===== src/rtl/regmask_pkg.sv =====
`default_nettype none
package regmask_pkg;
    // register map, byte addresses on the register port
    localparam logic [7:0] CONV_MASK_ADDR   = 8'h22;
    localparam logic [7:0] LINREG_MASK_ADDR = 8'h23;
    localparam logic [7:0] MEAS_SEL_ADDR    = 8'h24;
    localparam logic [7:0] MEAS_MSB_ADDR    = 8'h25;
    localparam logic [7:0] MEAS_LSB_ADDR    = 8'h26;

    // reset values
    localparam logic [7:0] CONV_MASK_RST    = 8'hcc;
    localparam logic [7:0] LINREG_MASK_RST  = 8'hcc;
    localparam logic [7:0] MEAS_SEL_RST     = 8'h00;
    localparam logic [8:0] MEAS_RESULT_RST  = 9'h000;

    // writable bits of both mask registers, reserved bits 5 and 1 stay zero
    localparam logic [7:0] MASK_WR_BITS     = 8'hdd;

    // mask field positions, unit 0 in the low nibble and unit 1 in the high one
    localparam int PG_INVALID_POS0 = 3;
    localparam int PG_VALID_POS0   = 2;
    localparam int CURLIM_POS0     = 0;
    localparam int UNIT_STRIDE     = 4;

    // measurement select field and result layout
    localparam int MEAS_SEL_POS    = 0;
    localparam int MEAS_W          = 9;
    localparam int MEAS_LSB_MA     = 20;

    // regulator indices: 0 conv0, 1 conv1, 2 linreg0, 3 linreg1
    localparam int NUM_REG         = 4;

    typedef enum logic [1:0] {
        KIND_PG_INVALID,
        KIND_PG_VALID,
        KIND_CURLIM
    } mask_kind_t;
endpackage
`default_nettype wire


===== src/rtl/regulator_irq_mask_and_meas_select.sv =====
`default_nettype none
// Functional notes
// - conv mask bit 7 set blocks conv1 power-good-invalid interrupt; clear raises it
// - conv mask bit 6, reset 1, blocks conv1 power-good-valid interrupt when set
// - conv mask bit 4, reset 0, blocks conv1 current-limit interrupt when set
// - conv mask bit 3, reset 1, blocks conv0 power-good-invalid interrupt when set
// - conv mask bit 2, reset 1, blocks conv0 power-good-valid interrupt when set
// - conv mask bit 0, reset 0, blocks conv0 current-limit interrupt when set
// - masks gate only interrupts; raw status always follows the live condition
// - linreg mask bit 7, reset 1, blocks linreg1 power-good-invalid interrupt
// - linreg mask bit 6, reset 1, blocks linreg1 power-good-valid interrupt
// - linreg mask bit 4, reset 0, blocks linreg1 current-limit interrupt
// - linreg mask bit 3, reset 1, blocks linreg0 power-good-invalid interrupt
// - linreg mask bit 2, reset 1, blocks linreg0 power-good-valid interrupt
// - linreg mask bit 0 blocks linreg0 current-limit interrupt, raw status untouched
// - select bit 0, reset 0: 0 measures converter 0, 1 converter 1
// - every write to select register starts a measurement; only way to start one
// - 9-bit average load current over two read-only registers, 20 mA per count
module regulator_irq_mask_and_meas_select (
    input  wire logic       clk_in,
    input  wire logic       rst_n_in,
    input  wire logic       reg_wr_en_in,
    input  wire logic       reg_rd_en_in,
    input  wire logic [7:0] reg_addr_in,
    input  wire logic [7:0] reg_wdata_in,
    output logic      [7:0] reg_rdata_out,
    input  wire logic [3:0] pg_invalid_raw_in,
    input  wire logic [3:0] curlim_raw_in,
    input  wire logic [3:0] pg_flag_clear_in,
    input  wire logic [3:0] curlim_flag_clear_in,
    input  wire logic       meas_done_in,
    input  wire logic [8:0] meas_result_in,
    output logic      [3:0] pg_invalid_status_out,
    output logic      [3:0] curlim_status_out,
    output logic      [3:0] pg_flag_out,
    output logic      [3:0] curlim_flag_out,
    output logic            irq_out,
    output logic            meas_start_out,
    output logic            meas_sel_out
);

    logic [7:0] conv_mask_q;
    logic [7:0] linreg_mask_q;
    logic [7:0] meas_sel_reg_q;
    logic [8:0] meas_result_q;
    logic [3:0] pg_sync1_q;
    logic [3:0] cl_sync1_q;
    logic [3:0] pg_prev_q;
    logic [3:0] cl_prev_q;
    logic [3:0] pg_set;
    logic [3:0] cl_set;
    logic [3:0] pg_flag_d;
    logic [3:0] cl_flag_d;
    logic       wr_conv_mask;
    logic       wr_linreg_mask;
    logic       wr_meas_sel;

    // one address compare shared by the write and read decoders
    function automatic logic addr_hit(input logic [7:0] addr, input logic [7:0] target);
        addr_hit = (addr == target);
    endfunction

    // pick one mask bit for a regulator out of its mask register
    function automatic logic mask_bit(input logic [7:0]            conv_m,
                                      input logic [7:0]            lin_m,
                                      input int                    reg_idx,
                                      input regmask_pkg::mask_kind_t kind);
        logic [7:0] m;
        int         pos;
        m   = (reg_idx < 2) ? conv_m : lin_m;
        pos = (reg_idx % 2) * regmask_pkg::UNIT_STRIDE;
        case (kind)
            regmask_pkg::KIND_PG_INVALID: pos = pos + regmask_pkg::PG_INVALID_POS0;
            regmask_pkg::KIND_PG_VALID:   pos = pos + regmask_pkg::PG_VALID_POS0;
            regmask_pkg::KIND_CURLIM:     pos = pos + regmask_pkg::CURLIM_POS0;
            default:                      pos = pos + regmask_pkg::CURLIM_POS0;
        endcase
        mask_bit = m[pos[2:0]];
    endfunction

    assign wr_conv_mask   = reg_wr_en_in && addr_hit(reg_addr_in, regmask_pkg::CONV_MASK_ADDR);
    assign wr_linreg_mask = reg_wr_en_in && addr_hit(reg_addr_in, regmask_pkg::LINREG_MASK_ADDR);
    assign wr_meas_sel    = reg_wr_en_in && addr_hit(reg_addr_in, regmask_pkg::MEAS_SEL_ADDR);

    // mask registers; reserved positions are dropped on write so they read zero
    always_ff @(posedge clk_in or negedge rst_n_in) begin
        if (!rst_n_in) begin
            conv_mask_q   <= regmask_pkg::CONV_MASK_RST;
            linreg_mask_q <= regmask_pkg::LINREG_MASK_RST;
        end else begin
            if (wr_conv_mask) begin
                conv_mask_q <= reg_wdata_in & regmask_pkg::MASK_WR_BITS;
            end
            if (wr_linreg_mask) begin
                linreg_mask_q <= reg_wdata_in & regmask_pkg::MASK_WR_BITS;
            end
        end
    end

    // measurement select; a write of any value, even the same one, fires a start
    always_ff @(posedge clk_in or negedge rst_n_in) begin
        if (!rst_n_in) begin
            meas_sel_reg_q <= regmask_pkg::MEAS_SEL_RST;
            meas_sel_out   <= regmask_pkg::MEAS_SEL_RST[regmask_pkg::MEAS_SEL_POS];
            meas_start_out <= 1'b0;
        end else begin
            meas_start_out <= wr_meas_sel;
            if (wr_meas_sel) begin
                meas_sel_reg_q <= reg_wdata_in;
                meas_sel_out   <= reg_wdata_in[regmask_pkg::MEAS_SEL_POS];
            end
        end
    end

    // result is held until the engine reports the next one
    always_ff @(posedge clk_in or negedge rst_n_in) begin
        if (!rst_n_in) begin
            meas_result_q <= regmask_pkg::MEAS_RESULT_RST;
        end else if (meas_done_in) begin
            meas_result_q <= meas_result_in;
        end
    end

    // registered read port, unmapped addresses answer zero
    always_ff @(posedge clk_in or negedge rst_n_in) begin
        if (!rst_n_in) begin
            reg_rdata_out <= 8'h00;
        end else if (reg_rd_en_in) begin
            if (addr_hit(reg_addr_in, regmask_pkg::CONV_MASK_ADDR)) begin
                reg_rdata_out <= conv_mask_q;
            end else if (addr_hit(reg_addr_in, regmask_pkg::LINREG_MASK_ADDR)) begin
                reg_rdata_out <= linreg_mask_q;
            end else if (addr_hit(reg_addr_in, regmask_pkg::MEAS_SEL_ADDR)) begin
                reg_rdata_out <= meas_sel_reg_q;
            end else if (addr_hit(reg_addr_in, regmask_pkg::MEAS_MSB_ADDR)) begin
                reg_rdata_out <= {7'h00, meas_result_q[8]};
            end else if (addr_hit(reg_addr_in, regmask_pkg::MEAS_LSB_ADDR)) begin
                reg_rdata_out <= meas_result_q[7:0];
            end else begin
                reg_rdata_out <= 8'h00;
            end
        end
    end

    // analog comparators are asynchronous, so two flops before any use;
    // the raw status taps the second stage and never sees a mask
    always_ff @(posedge clk_in or negedge rst_n_in) begin
        if (!rst_n_in) begin
            pg_sync1_q            <= 4'h0;
            cl_sync1_q            <= 4'h0;
            pg_invalid_status_out <= 4'h0;
            curlim_status_out     <= 4'h0;
            pg_prev_q             <= 4'h0;
            cl_prev_q             <= 4'h0;
        end else begin
            pg_sync1_q            <= pg_invalid_raw_in;
            cl_sync1_q            <= curlim_raw_in;
            pg_invalid_status_out <= pg_sync1_q;
            curlim_status_out     <= cl_sync1_q;
            pg_prev_q             <= pg_invalid_status_out;
            cl_prev_q             <= curlim_status_out;
        end
    end

    // per regulator event gating: going invalid and going valid have own masks
    for (genvar i = 0; i < regmask_pkg::NUM_REG; i++) begin : g_gate
        logic inv_evt;
        logic val_evt;
        logic cl_evt;
        assign inv_evt   = pg_invalid_status_out[i] & ~pg_prev_q[i];
        assign val_evt   = ~pg_invalid_status_out[i] & pg_prev_q[i];
        assign cl_evt    = curlim_status_out[i] & ~cl_prev_q[i];
        assign pg_set[i] = (inv_evt & ~mask_bit(conv_mask_q, linreg_mask_q, i,
                                                regmask_pkg::KIND_PG_INVALID))
                         | (val_evt & ~mask_bit(conv_mask_q, linreg_mask_q, i,
                                                regmask_pkg::KIND_PG_VALID));
        assign cl_set[i] = cl_evt & ~mask_bit(conv_mask_q, linreg_mask_q, i,
                                              regmask_pkg::KIND_CURLIM);
    end

    // set beats clear so an event in the clearing cycle is not lost
    assign pg_flag_d = pg_set | (pg_flag_out & ~pg_flag_clear_in);
    assign cl_flag_d = cl_set | (curlim_flag_out & ~curlim_flag_clear_in);

    // pending flags and the summary line, both straight from flops
    always_ff @(posedge clk_in or negedge rst_n_in) begin
        if (!rst_n_in) begin
            pg_flag_out     <= 4'h0;
            curlim_flag_out <= 4'h0;
            irq_out         <= 1'b0;
        end else begin
            pg_flag_out     <= pg_flag_d;
            curlim_flag_out <= cl_flag_d;
            irq_out         <= |{pg_flag_d, cl_flag_d};
        end
    end

    // helper: $past looks back two cycles only once the pipe holds real samples
    logic [1:0] warm_q;
    always_ff @(posedge clk_in or negedge rst_n_in) begin
        if (!rst_n_in) begin
            warm_q <= 2'h0;
        end else if (warm_q != 2'h3) begin
            warm_q <= warm_q + 2'h1;
        end
    end
endmodule
`default_nettype wire


===== config.mk =====
export PLATFORM = sky130hd
export DESIGN_NAME = regulator_irq_mask_and_meas_select
export DESIGN_NICKNAME = d
export VERILOG_FILES = /design/src/rtl/regmask_pkg.sv /design/src/rtl/regulator_irq_mask_and_meas_select.sv
export SDC_FILE = /design/constraint.sdc
export NUM_CORES = 1
export LEC_CHECK = 0
export BUFFER_PORTS_ARGS = -buffer_cell sky130_fd_sc_hd__buf_2
export CAP_MARGIN = 20
export CORE_UTILIZATION = 50
export DETAILED_ROUTE_END_ITERATION = 6
export PLACE_DENSITY = 0.8
export RECOVER_POWER = 25
export REMOVE_ABC_BUFFERS = 1
export SYNTH_ARGS = -nofsm -noshare
export SYNTH_HDL_FRONTEND = slang
export SYNTH_SLANG_ARGS = --single-unit
export TNS_END_PERCENT = 100

===== constraint.sdc =====
create_clock -name clk_in -period 2.85 [get_ports clk_in]
set_clock_uncertainty 0.2 [all_clocks]
set_input_delay 0.1425 -clock clk_in [delete_from_list [all_inputs] [get_ports clk_in]]
set_output_delay 0.1425 -clock clk_in [all_outputs]
set_load 0.1 [all_outputs]

== After elaboration in Yosys (flattened, before gate mapping) ==
Cells that the tools add are included.

* Flip-flop bits (word level): 72
* Output and inout port bits: 27

* Eq/ne operators: 5
* Mux-type cells: 5
* Bitwise logic cells: 58
* Reduce and logical (&&, ||, !) cells: 4

{| class="wikitable"
|+ Operators by type and width
! operator !! number
|-
| 8-bit by 6-bit == test with 1-bit output, second input constant || 5
|-
| 8-bit 2-to-1 mux || 5
|-
| 1-bit bitwise AND || 24
|-
| 1-bit NOT || 24
|-
| 4-bit bitwise AND || 2
|-
| 4-bit NOT || 2
|-
| 4-bit OR || 2
|-
| 8-bit OR reduction || 1
|-
| 1-bit OR || 4
|-
| 1-bit logical AND || 3
|}

== Depth between registers and ports, before layout ==
Gate-level depths: netlist (run 1).

* Depth in word-level cells: 6
* Depth in mapped cells: 5
* Depth with buffers taken out: 4

== Least setup slack after synthesis (run 1) ==
No wires, ideal clock.

* Path type: register to register
* Start: reg pg_invalid_status_out[2]
* End: reg irq_out
* Library setup time: 0.139 ns
* Arrival: 2.290 ns
* Required time: 2.511 ns
* Setup slack: 0.221 ns
* Cell stages (with the launch flop): 5
* Buffers on the path: 0
* Cell sequence: dfrtp_1 nor2_1 a221o_1 or4_1 or4b_1

* Word-level cells in the longest chain between the ends: 6

{| class="wikitable"
|+ Ends and longest elaborated chain
! item !! RTL line !! RTL
|-
| from (decl) || regulator_irq_mask_and_meas_select.sv:33 || <nowiki>output logic [3:0] pg_invalid_status_out,</nowiki>
|-
| from (signal assigned) || regulator_irq_mask_and_meas_select.sv:158 || <nowiki>pg_invalid_status_out <= pg_sync1_q;</nowiki>
|-
| 1-bit NOT || regulator_irq_mask_and_meas_select.sv:171 || <nowiki>assign val_evt = ~pg_invalid_status_out[i] & pg_prev_q[i];</nowiki>
|-
| 1-bit bitwise AND || regulator_irq_mask_and_meas_select.sv:171 ||
|-
| 1-bit bitwise AND || regulator_irq_mask_and_meas_select.sv:175 || <nowiki>| (val_evt & ~mask_bit(conv_mask_q, linreg_mask_q, i,</nowiki>
|-
| 1-bit OR (*) || regulator_irq_mask_and_meas_select.sv:175 ||
|-
| 4-bit OR (*) || regulator_irq_mask_and_meas_select.sv:182 || <nowiki>assign pg_flag_d = pg_set | (pg_flag_out & ~pg_flag_clear_in);</nowiki>
|-
| named net pg_flag_d[2] || regulator_irq_mask_and_meas_select.sv:52 || <nowiki>logic [3:0] pg_flag_d;</nowiki>
|-
| 8-bit OR reduction (*) || regulator_irq_mask_and_meas_select.sv:194 || <nowiki>irq_out <= |{pg_flag_d, cl_flag_d};</nowiki>
|-
| to (signal assigned) || regulator_irq_mask_and_meas_select.sv:194 ||
|-
| to (decl) || regulator_irq_mask_and_meas_select.sv:37 || <nowiki>output logic irq_out,</nowiki>
|}

Mark *: on every way through the listed nets, which the timed path passes. The rest lies on a longest branch.
A chain may end at the register's enable or synchronous reset.

== Final worst setup path (run 1) ==
* Start: reg conv_mask_q[7]
* End: reg irq_out

* Word-level cells in the longest chain between the ends: 5

{| class="wikitable"
|+ Ends and longest elaborated chain
! item !! RTL line !! RTL
|-
| from (decl) || regulator_irq_mask_and_meas_select.sv:42 || <nowiki>logic [7:0] conv_mask_q;</nowiki>
|-
| from (signal assigned) || regulator_irq_mask_and_meas_select.sv:88 || <nowiki>conv_mask_q <= regmask_pkg::CONV_MASK_RST;</nowiki>
|-
| from (signal assigned) || regulator_irq_mask_and_meas_select.sv:92 || <nowiki>conv_mask_q <= reg_wdata_in & regmask_pkg::MASK_WR_BITS;</nowiki>
|-
| 1-bit NOT || regulator_irq_mask_and_meas_select.sv:173 || <nowiki>assign pg_set[i] = (inv_evt & ~mask_bit(conv_mask_q, linreg_mask_q, i,</nowiki>
|-
| 1-bit bitwise AND || regulator_irq_mask_and_meas_select.sv:173 ||
|-
| 1-bit OR || regulator_irq_mask_and_meas_select.sv:175 ||
|-
| 4-bit OR || regulator_irq_mask_and_meas_select.sv:182 ||
|-
| named net pg_flag_d[1] || regulator_irq_mask_and_meas_select.sv:52 ||
|-
| 8-bit OR reduction || regulator_irq_mask_and_meas_select.sv:194 ||
|}

The timed path passes the listed nets, and every way through them passes these cells.

==> results.py, run 1 <==
metrics = {
    "clocking": {
        "clk_latency_ns": 0.35,
        "htreeDepth": 3,
        "cts.sinks": 71,
        "cts_tree": "yes",
        "max-clock-path-buffers": 2,
        "cts-root-buf": "clkbuf_8",
        "post_cts_buffers": 0,
        "path_clk_slew_ns": 0.07,
        "numCtsBuffers": 9,
    },
    "setup_path": {
        "crit_required_ns": 2.86,
        "path_class": "register to register",
        "start_kind": "register",
        "worst_setup_path_end_kind": "register",
        "cp_max_fo": 3,
        "critPathArrivalTime_ns": 2.27,
        "rrSetupSlack_ns": 0.60,
    },
    "floorplanning": {
        "num_rows": 26,
        "die_width_microns": 75.2,
        "die_area_sq_um": 5650,
        "core_sq_um": 5140,
        "chipHeight_microns": 75.2,
        "floorplan.initialDensity_pct": 52.1,
        "io_pins": 73,
    },
    "status": {
        "outcome": "finished, violations left",
        "violations": "capacitance limit, slew limit",
    },
    "layout": {
        "synthToLayoutAreaGrowth_pct": 37.1,
        "multi_input_area_sq_um": 811,
        "final_cells": 376,
        "final-seq-area_sq_um": 1790,
        "finalInstanceArea_sq_um": 3670,
        "drive_above_1_share_pct": 43.1,
        "final_nets": 347,
        "final_util_pct": 71.4,
        "antenna_cells": 0,
        "fillCellCount": 379,
    },
    "logic_synthesis": {
        "synth.distinct_cells": 28,
        "ys_ff_latch": 71,
        "synth-edff-count": 0,
        "ys_warn_count": 0,
        "syn_area_sq_um": 2680,
        "yosysMostFrequentCell": "dfrtp_1",
        "synthFlopType": "dfrtp_1",
        "synth.avg_cell_area_sq_um": 14.5,
        "netlist.top_cell.by_area": "dfrtp_1",
        "ys_seq_area_share_pct": 66.7,
        "postSynthCellCount": 185,
        "yosys-top-cells-area": "dfrtp_1 59%, mux2_2 14%, dfstp_2 7.9%",
        "synth_top_area_share_pct": 58.9,
        "synth_common_cells": "63 x dfrtp_1, 34 x mux2_2, 16 x inv_1, 8 x a221o_1, 8 x dfstp_2",
        "async_flop_share_pct": 100,
    },
    "route": {
        "antenna_left": 0,
        "vias_per_cell": 5.14,
        "wirelength_mm": 5.86,
        "vias": 1933,
        "drc_errors": 0,
        "drtIter0Drc": 166,
        "dr.pass1.iters": 4,
        "wl_per_cell_microns": 15.6,
    },
    "pwr": {
        "p_leak_nw": 1.77,
        "power_density_nw_per_um2": 604,
        "power_mw": 2.22,
        "vdd_ir_drop_max_mv": 0.422,
    },
    "timing": {
        "hold_viol": 0,
        "max_freq_ghz": 0.444,
        "drv_slew": 32,
        "relSlewSlack_pct": -2.02,
        "period_needed_ns": 2.25,
        "setup_tns_ns": 0,
        "worstMarginPinSlew_ns": 1.53,
        "rsz0062_at_grt": "no",
        "period_share_pct": 79.0,
        "finalSetupViolCount": 0,
    },
    "placement": {
        "routabilityCongestion": 0.790,
        "hpwl_mm": 3.95,
        "dpl.cell_count": 325,
        "placed_cell_area_sq_um": 3130,
        "port_buffers": 72,
    },
    "grt": {
        "grt_pass1_vias": 1910,
        "grt_overflow": 0,
        "grtUsageTotal_pct": 23.3,
        "grt_pass1_wl_mm": 9.10,
        "antenna_found_initial": 0,
        "grt_max_degree": 32,
    },
    "worst_hold_path": {
        "min_path_type": "input port to register",
    },
    "run": {
        "cap_violations": 1,
    },
}
[stage by stage]
stage                     hold WS, ns  setup slack [ns]
after global routing           0.0435             0.483
after CTS                      0.0197             0.605
after floorplan                -0.353             0.221
after detailed placement      0.00631             0.610
final                          0.0282             0.598
after global placement        0.00375             0.677
[worst max-delay path: stages (launching register included)]
cell	delay, ns
dfstp_2	0.54
nor2_1	0.04
a221o_1	0.31
or4_1	0.54
or4b_1	0.49
[state kept, by name, summed over array words and instances, names as in the netlist]
register,cells
cl_prev_q,4
cl_sync1_q,4
conv_mask_q,6
curlim_flag_out,4
curlim_status_out,4
irq_out,1
linreg_mask_q,6
meas_result_q,9
meas_sel_reg_q,8
meas_start_out,1
pg_flag_out,4
pg_invalid_status_out,4
pg_prev_q,4
pg_sync1_q,4
reg_rdata_out,8
[routing by layer]
metal  global-route usage (%)  wire (microns)  vias up
li1                         -               -      894
met1                     30.4            2650      953
met2                     36.3            2770       75
met3                     6.29             329       11
met4                     11.5             110        0
met5                        0               0        -
[what timing repair did]
action,in CTS,in global routing
resized for setup,0,0
endpoints found under the hold margin,74,0
hold buffers,35,0
endpoints found under the setup margin,0,0
[final cells by class]
| type | instances | share of cell area [%] |
|---|---|---|
| Clock buffer | 12 | 3.95 |
| Clock inverter | 4 | 1.30 |
| Inverter | 16 | 1.64 |
| Multi-Input combinational cell | 93 | 22.1 |
| Sequential cell | 71 | 48.7 |
| Tap cell | 70 | 2.39 |
| Timing Repair Buffer | 110 | 19.9 |
[where the power goes]
group	switching [mW]	internal (mW)	leakage, nW
clock network	0.358	0.426	0.0964
registers	0.0306	1.07	0.860
logic	0.220	0.115	0.816
total	0.608	1.61	1.77
[cell families after synthesis]
kind of cell | after synthesis | synth area share (%)
compound gates | 24 | 7.62
flops | 71 | 66.7
simple gates | 33 | 7.62
buf+inv | 21 | 2.99
mux | 36 | 15.0
[cells in the final DEF, fill, tap and decap left out, types with 2 or more instances in the layout]
master and n:
a221o_1 8, a221oi_1 2, a22oi_1 5, buf_2 71, buf_4 3, clkbuf_1 3
clkbuf_8 10, clkinv_2 2, dfrtp_1 63, dfstp_2 8, dlygate4sd3_1 35, inv_1 16
mux2_2 34, mux2i_1 2, nand2_1 3, nand3_1 2, nor2_1 7, nor2b_1 3
nor3_1 5, nor3b_1 4, o21ai_0 2, o2bb2ai_1 2, o32ai_1 4, or4b_1 2
[worst paths after layout]
kind | start | endpoint | depth (start not counted)
worst max-delay path | conv_mask_q[7]$_DFFE_PN1P_ | irq_out$_DFF_PN0_ | 4
worst min register to register | cl_sync1_q[1]$_DFF_PN0_ | curlim_status_out[1]$_DFF_PN0_ | 0
worst min-delay path | reg_addr_in[2] | reg_rdata_out[5]$_DFFE_PN0P_ | 3
worst max register to register | conv_mask_q[7]$_DFFE_PN1P_ | irq_out$_DFF_PN0_ | 4
max in group asynchronous | rst_n_in | conv_mask_q[3]$_DFFE_PN1P_ | 3
min in group asynchronous | rst_n_in | cl_sync1_q[0]$_DFF_PN0_ | 2
No activity file was read; power rests on OpenSTA's default activity.
==> inputs of run 2 (changes only) <==
--- a/config.mk
+++ b/config.mk
@@ -5,11 +5,12 @@
 export SDC_FILE = /design/constraint.sdc
 export NUM_CORES = 1
 export LEC_CHECK = 0
+export ABC_AREA = 1
 export BUFFER_PORTS_ARGS = -buffer_cell sky130_fd_sc_hd__buf_2
 export CAP_MARGIN = 20
-export CORE_UTILIZATION = 50
+export CORE_UTILIZATION = 47
 export DETAILED_ROUTE_END_ITERATION = 6
-export PLACE_DENSITY = 0.8
+export PLACE_DENSITY = 0.78
 export RECOVER_POWER = 25
 export REMOVE_ABC_BUFFERS = 1
 export SYNTH_ARGS = -nofsm -noshare
==> constraint.sdc (replaced) <==
create_clock -name clk_in -period 2 [get_ports clk_in]
set_clock_uncertainty 0.2 [all_clocks]
set_input_delay 0.1 -clock clk_in [delete_from_list [all_inputs] [get_ports clk_in]]
set_output_delay 0.1 -clock clk_in [all_outputs]
set_load 0.1 [all_outputs]
==> results.py, run 2 <==
metrics = {
    "status": {
        "outcome": "finished, violations left",
        "violations": "hold timing",
    },
    "logic_synthesis": {
        "ys_warn_count": 0,
        "synth-edff-count": 0,
        "netlist.top_cell.by_area": "dfrtp_1",
        "synth.distinct_cells": 29,
        "ys_seq_area_share_pct": 61.0,
        "synth.avg_cell_area_sq_um": 10.5,
        "syn_area_sq_um": 2930,
        "ys_ff_latch": 71,
        "async_flop_share_pct": 100,
        "synthFlopType": "dfrtp_1",
        "yosys-top-cells-area": "dfrtp_1 54%, dfstp_2 7.2%, nand2_1 7.1%",
        "synth_top_area_share_pct": 53.8,
        "synth_common_cells": "63 x dfrtp_1, 55 x nand2_1, 41 x inv_1, 18 x nor2_1, 15 x o21ai_2",
        "yosysMostFrequentCell": "dfrtp_1",
        "postSynthCellCount": 279,
    },
    "floorplanning": {
        "chipHeight_microns": 80.9,
        "num_rows": 28,
        "io_pins": 73,
        "die_width_microns": 80.9,
        "floorplan.initialDensity_pct": 49.2,
        "die_area_sq_um": 6550,
        "core_sq_um": 5960,
    },
    "timing": {
        "hold_ws_ns": -0.0181,
        "setup_tns_ns": 0,
        "finalSetupViolCount": 0,
        "period_share_pct": 97.6,
        "max_freq_ghz": 0.512,
        "rsz0062_at_grt": "no",
        "relSlewSlack_pct": 52.1,
        "hold_viol": 2,
        "worstMarginPinSlew_ns": 0.719,
        "period_needed_ns": 1.95,
        "drv_slew": 0,
    },
    "route": {
        "antenna_left": 0,
        "drc_errors": 0,
        "dr.pass1.iters": 4,
        "wl_per_cell_microns": 12.8,
        "vias_per_cell": 4.76,
        "drtIter0Drc": 63,
        "wirelength_mm": 6.25,
        "vias": 2322,
    },
    "grt": {
        "grtUsageTotal_pct": 21.4,
        "antenna_found_initial": 0,
        "grt_max_degree": 30,
        "grt_pass1_wl_mm": 10.4,
        "grt_pass1_vias": 2273,
        "grt_overflow": 0,
    },
    "clocking": {
        "cts-root-buf": "clkbuf_8",
        "numCtsBuffers": 9,
        "max-clock-path-buffers": 2,
        "htreeDepth": 3,
        "post_cts_buffers": 0,
        "clk_latency_ns": 0.34,
        "path_clk_slew_ns": 0.07,
        "cts.sinks": 71,
        "post_cts_resized": 0,
        "cts_tree": "yes",
    },
    "layout": {
        "biggestRegsByFlops": "meas_result_q (9), meas_sel_reg_q (8), reg_rdata_out (8)",
        "finalInstanceArea_sq_um": 4020,
        "antenna_cells": 0,
        "largest_reg_flops": 9,
        "final_nets": 454,
        "most-common-layout-cells": "71 x buf_2, 63 x dfrtp_1, 55 x nand2_1, 47 x dlygate4sd3_1, 41 x inv_1",
        "final_common_cell": "buf_2",
        "drive_above_1_share_pct": 33.7,
        "synthToLayoutAreaGrowth_pct": 37.1,
        "top_register": "meas_result_q",
    },
    "pwr": {
        "power_density_nw_per_um2": 794,
        "power.net_switching_uw": 941,
        "vdd_ir_drop_max_mv": 0.596,
        "power_frac_clock_pct": 34.0,
        "combPwrFrac_pct": 16.8,
        "power.internal_mw": 2.25,
        "seq_power_share_pct": 49.2,
        "p_leak_nw": 2.07,
        "p_sw_share_pct": 29.5,
    },
    "setup_path": {
        "critPathArrivalTime_ns": 1.97,
        "rrSetupSlack_ns": 0.49,
        "worst_setup_path_end_kind": "register",
        "cp_max_fo": 1,
        "crit_required_ns": 2.02,
        "path_class": "input port to register",
        "start_kind": "input port",
    },
    "placement": {
        "hpwl_mm": 4.27,
        "placed_cell_area_sq_um": 3350,
        "routabilityCongestion": 0.778,
        "port_buffers": 72,
    },
    "run": {
        "cap_violations": 0,
    },
    "worst_hold_path": {
        "min_path_type": "input port to register",
    },
}
==> run 2: cells by family (layout without fill, tap and decap cells) <==
group                  Yosys count  count (layout)  synth area share, %
AOI/OAI and AO/OA               49              49                 12.4
and+or+nand+nor                106             106                 17.9
buffers and inverters           51             185                 7.99
DFF                             71              71                 61.0
muxes                            2               2                0.769
==> run 2: final timing paths <==
| path | start | endpoint | cells past startpoint |
|---|---|---|---|
| worst max-delay path | meas_result_in[5] | meas_result_q[5]$_DFFE_PN0P_ | 6 |
| min in group asynchronous | rst_n_in | linreg_mask_q[4]$_DFFE_PN0P_ | 2 |
| worst min-delay path | meas_done_in | meas_result_q[7]$_DFFE_PN0P_ | 2 |
| worst max register to register | conv_mask_q[6]$_DFFE_PN1P_ | conv_mask_q[6]$_DFFE_PN1P_ | 3 |
| max in group asynchronous | rst_n_in | linreg_mask_q[7]$_DFFE_PN1P_ | 3 |
| worst min register to register | cl_sync1_q[3]$_DFF_PN0_ | curlim_status_out[3]$_DFF_PN0_ | 0 |
==> run 2: worst max-delay path, stage by stage <==
cell,delay [ns]
dlygate4sd3_1,0.53
buf_2,0.12
nand2_1,0.05
dlygate4sd3_1,0.54
o21ai_0,0.07
dlygate4sd3_1,0.57
==> run 2: area by class of cell <==
type	instances	area [sq um]
Clock inverter	4	28.8
Multi-Input combinational cell	157	907
Inverter	46	173
Timing Repair Buffer	123	861
Fill cell	477	1940
Sequential cell	71	1790
Tap cell	75	93.8
Clock buffer	12	165
==> run 2: stage by stage <==
step / utilization, % / setup slack [ns] / std cells / total power, mW / hold slack [ns]
finish: 67.4 / 0.0471 / 488 / 3.19 / -0.0181
global placement: 56.3 / 0.532 / 425 / 2.05 / -0.0468
CTS: 68.1 / 0.0621 / 492 / 3.22 / 0.0164
floorplan: - / 0.128 / 274 / 1.90 / -0.396
detailed placement: 56.3 / 0.489 / 425 / 2.06 / -0.0438
global route: 67.4 / 0.00711 / 488 / 3.31 / 0.0458
==> run 2: what timing repair did <==
| action | CTS | global route |
|---|---|---|
| endpoints found under the setup margin | 0 | 4 |
| endpoints found under the hold margin | 75 | 0 |
| hold buffers | 51 | 0 |
==> run 2: per-layer routing <==
layer  wire [microns]  track usage (%)  vias to the layer above
met5                0                0                        -
met3              297             4.49                        2
met1             2960             27.3                     1107
met4               15             7.50                        0
li1                 -                -                     1151
met2             2980             35.9                       62
==> run 2: power groups by stage <==
| stage | sequential [mW] | combinational, mW | clock [mW] |
|---|---|---|---|
| CTS | 1.57 | 0.548 | 1.10 |
| global placement | 1.59 | 0.456 | 0 |
| detailed placement | 1.59 | 0.465 | 0 |
| global route | 1.58 | 0.579 | 1.15 |
| finish | 1.57 | 0.536 | 1.08 |
| floorplan | 1.79 | 0.118 | 0 |
==> inputs of run 3 (changes only) <==
--- a/config.mk
+++ b/config.mk
@@ -8,6 +8,7 @@
 export ABC_AREA = 1
 export BUFFER_PORTS_ARGS = -buffer_cell sky130_fd_sc_hd__buf_2
 export CAP_MARGIN = 20
+export CORE_ASPECT_RATIO = 1.4
 export CORE_UTILIZATION = 47
 export DETAILED_ROUTE_END_ITERATION = 6
 export PLACE_DENSITY = 0.78
==> results.py, run 3 (synthesis results as in run 2) <==
metrics = {
    "layout": {
        "top_register": "meas_result_q",
        "finalInstanceArea_sq_um": 4040,
        "antenna_cells": 0,
        "drive_above_1_share_pct": 33.3,
        "most-common-layout-cells": "72 x buf_2, 63 x dfrtp_1, 55 x nand2_1, 46 x dlygate4sd3_1, 41 x inv_1",
        "final_nets": 450,
        "final_common_cell": "buf_2",
        "biggestRegsByFlops": "meas_result_q (9), meas_sel_reg_q (8), reg_rdata_out (8)",
        "largest_reg_flops": 9,
        "synthToLayoutAreaGrowth_pct": 37.9,
    },
    "clocking": {
        "cts-root-buf": "clkbuf_8",
        "numCtsBuffers": 9,
        "max-clock-path-buffers": 2,
        "htreeDepth": 3,
        "cts.sinks": 71,
        "cts_tree": "yes",
        "path_clk_slew_ns": 0.08,
        "post_cts_buffers": 0,
        "clk_latency_ns": 0.34,
        "post_cts_resized": 0,
    },
    "worst_hold_path": {
        "min_path_type": "input port to register",
    },
    "route": {
        "antenna_left": 0,
        "drtIter0Drc": 120,
        "vias_per_cell": 4.80,
        "vias": 2299,
        "wl_per_cell_microns": 12.7,
        "wirelength_mm": 6.07,
        "drc_errors": 0,
        "dr.pass1.iters": 4,
    },
    "placement": {
        "routabilityCongestion": 0.836,
        "port_buffers": 72,
        "hpwl_mm": 4.07,
        "placed_cell_area_sq_um": 3330,
    },
    "setup_path": {
        "max_stage_delay_ns": 0.57,
        "endpoint": "meas_result_q[4]$_DFFE_PN0P_",
        "critPathArrivalTime_ns": 1.96,
        "crit_path_start": "meas_result_in[4]",
        "cp_max_fo": 1,
        "rrSetupSlack_ns": 0.51,
        "path_class": "input port to register",
        "cpMaxStageDelayCell": "dlygate4sd3_1",
        "reg2regPathDepth": 3,
        "reg2reg_to": "conv_mask_q[6]$_DFFE_PN1P_",
        "worst_setup_path_end_kind": "register",
        "start_kind": "input port",
        "crit_top_cell": "dlygate4sd3_1",
        "r2r-start": "conv_mask_q[6]$_DFFE_PN1P_",
        "crit_required_ns": 2.03,
        "cp_cell_sequence": "dlygate4sd3_1 > buf_2 > nand2_1 > dlygate4sd3_1 > o21ai_0 > dlygate4sd3_1",
    },
    "floorplanning": {
        "core_sq_um": 5950,
        "chipHeight_microns": 95.4,
        "io_pins": 73,
        "num_rows": 33,
        "floorplan.initialDensity_pct": 49.2,
        "die_width_microns": 68.7,
        "die_area_sq_um": 6550,
    },
    "run": {
        "cap_violations": 0,
    },
    "pwr": {
        "combPwrFrac_pct": 15.1,
        "power.internal_mw": 2.56,
        "p_leak_nw": 2.09,
        "p_sw_share_pct": 26.8,
        "vdd_ir_drop_max_mv": 0.792,
        "power_frac_clock_pct": 40.1,
        "power_density_nw_per_um2": 866,
        "seq_power_share_pct": 44.9,
        "power.net_switching_uw": 936,
    },
    "grt": {
        "grt_overflow": 0,
        "antenna_found_initial": 0,
        "grt_max_degree": 72,
        "grtUsageTotal_pct": 21.4,
        "grt_pass1_vias": 2354,
        "grt_pass1_wl_mm": 10.1,
    },
    "timing": {
        "max_freq_ghz": 0.517,
        "relSlewSlack_pct": 39.5,
        "rsz0062_at_grt": "no",
        "period_needed_ns": 1.93,
        "setup_tns_ns": 0,
        "drv_slew": 0,
        "hold_ws_ns": -0.0384,
        "finalSetupViolCount": 0,
        "hold_viol": 3,
        "period_share_pct": 96.7,
        "worstMarginPinSlew_ns": 0.908,
    },
    "status": {
        "outcome": "finished, violations left",
        "violations": "hold timing",
    },
}
run 3: critical path, delay by kind of cell:
family,cells,cell delay [ns]
buffers and inverters,4,1.75
AND/OR/NAND/NOR,1,0.05
AO/OA/AOI/OAI,1,0.06
run 3: how the worst min path moves through the flow:
stage / to / cells after the start / start
after detailed placement: curlim_status_out[0]$_DFF_PN0_ / 2 / rst_n_in
after floorplan: cl_prev_q[0]$_DFF_PN0_ / 0 / rst_n_in
final: meas_result_q[2]$_DFFE_PN0P_ / 2 / meas_done_in
after global placement: cl_sync1_q[0]$_DFF_PN0_ / 2 / rst_n_in
after global routing: meas_result_q[8]$_DFFE_PN0P_ / 2 / meas_done_in
after CTS: meas_result_q[8]$_DFFE_PN0P_ / 2 / meas_done_in
run 3: stage by stage:
stage          worst slack (ns)  power, mW  utilization, %  hold slack (ns)  std cells
6_report                 0.0667       3.50            67.9          -0.0384        479
5_1_grt                 0.00629       3.64            67.9           0.0447        479
4_1_cts                  0.0693       3.55            68.9         0.000369        484
3_5_place_dp              0.487       2.05            56.1          -0.0440        417
3_3_place_gp              0.511       2.05            56.1          -0.0553        417
2_1_floorplan             0.128       1.90               -           -0.396        274
run 3: layout make-up:
type	count	area (sq um)
inverter	46	173
tap	70	87.6
clock inverter	6	116
timing repair buffer	119	828
clock buffer	10	138
sequential	71	1790
fill	464	1910
multi-input combinational	157	907
run 3: what timing repair did:
action	4_1_cts	5_1_grt
hold buffers	51	1
setup endpoints to repair	0	6
hold endpoints to repair	122	1
run 3: power groups by stage:
| stage | clock, mW | sequential [mW] | combinational [mW] |
|---|---|---|---|
| final | 1.40 | 1.57 | 0.527 |
| after global routing | 1.49 | 1.58 | 0.571 |
| after CTS | 1.44 | 1.57 | 0.544 |
| after detailed placement | 0 | 1.59 | 0.460 |
| after global placement | 0 | 1.59 | 0.453 |
| after floorplan | 0 | 1.79 | 0.118 |
run 3: routing by layer:
metal	wire length [microns]	vias to the layer above	track usage (%)
li1	-	1141	-
met1	2450	1086	23.7
met2	3210	55	37.2
met3	214	17	3.95
met4	191	0	12.8
met5	0	-	0
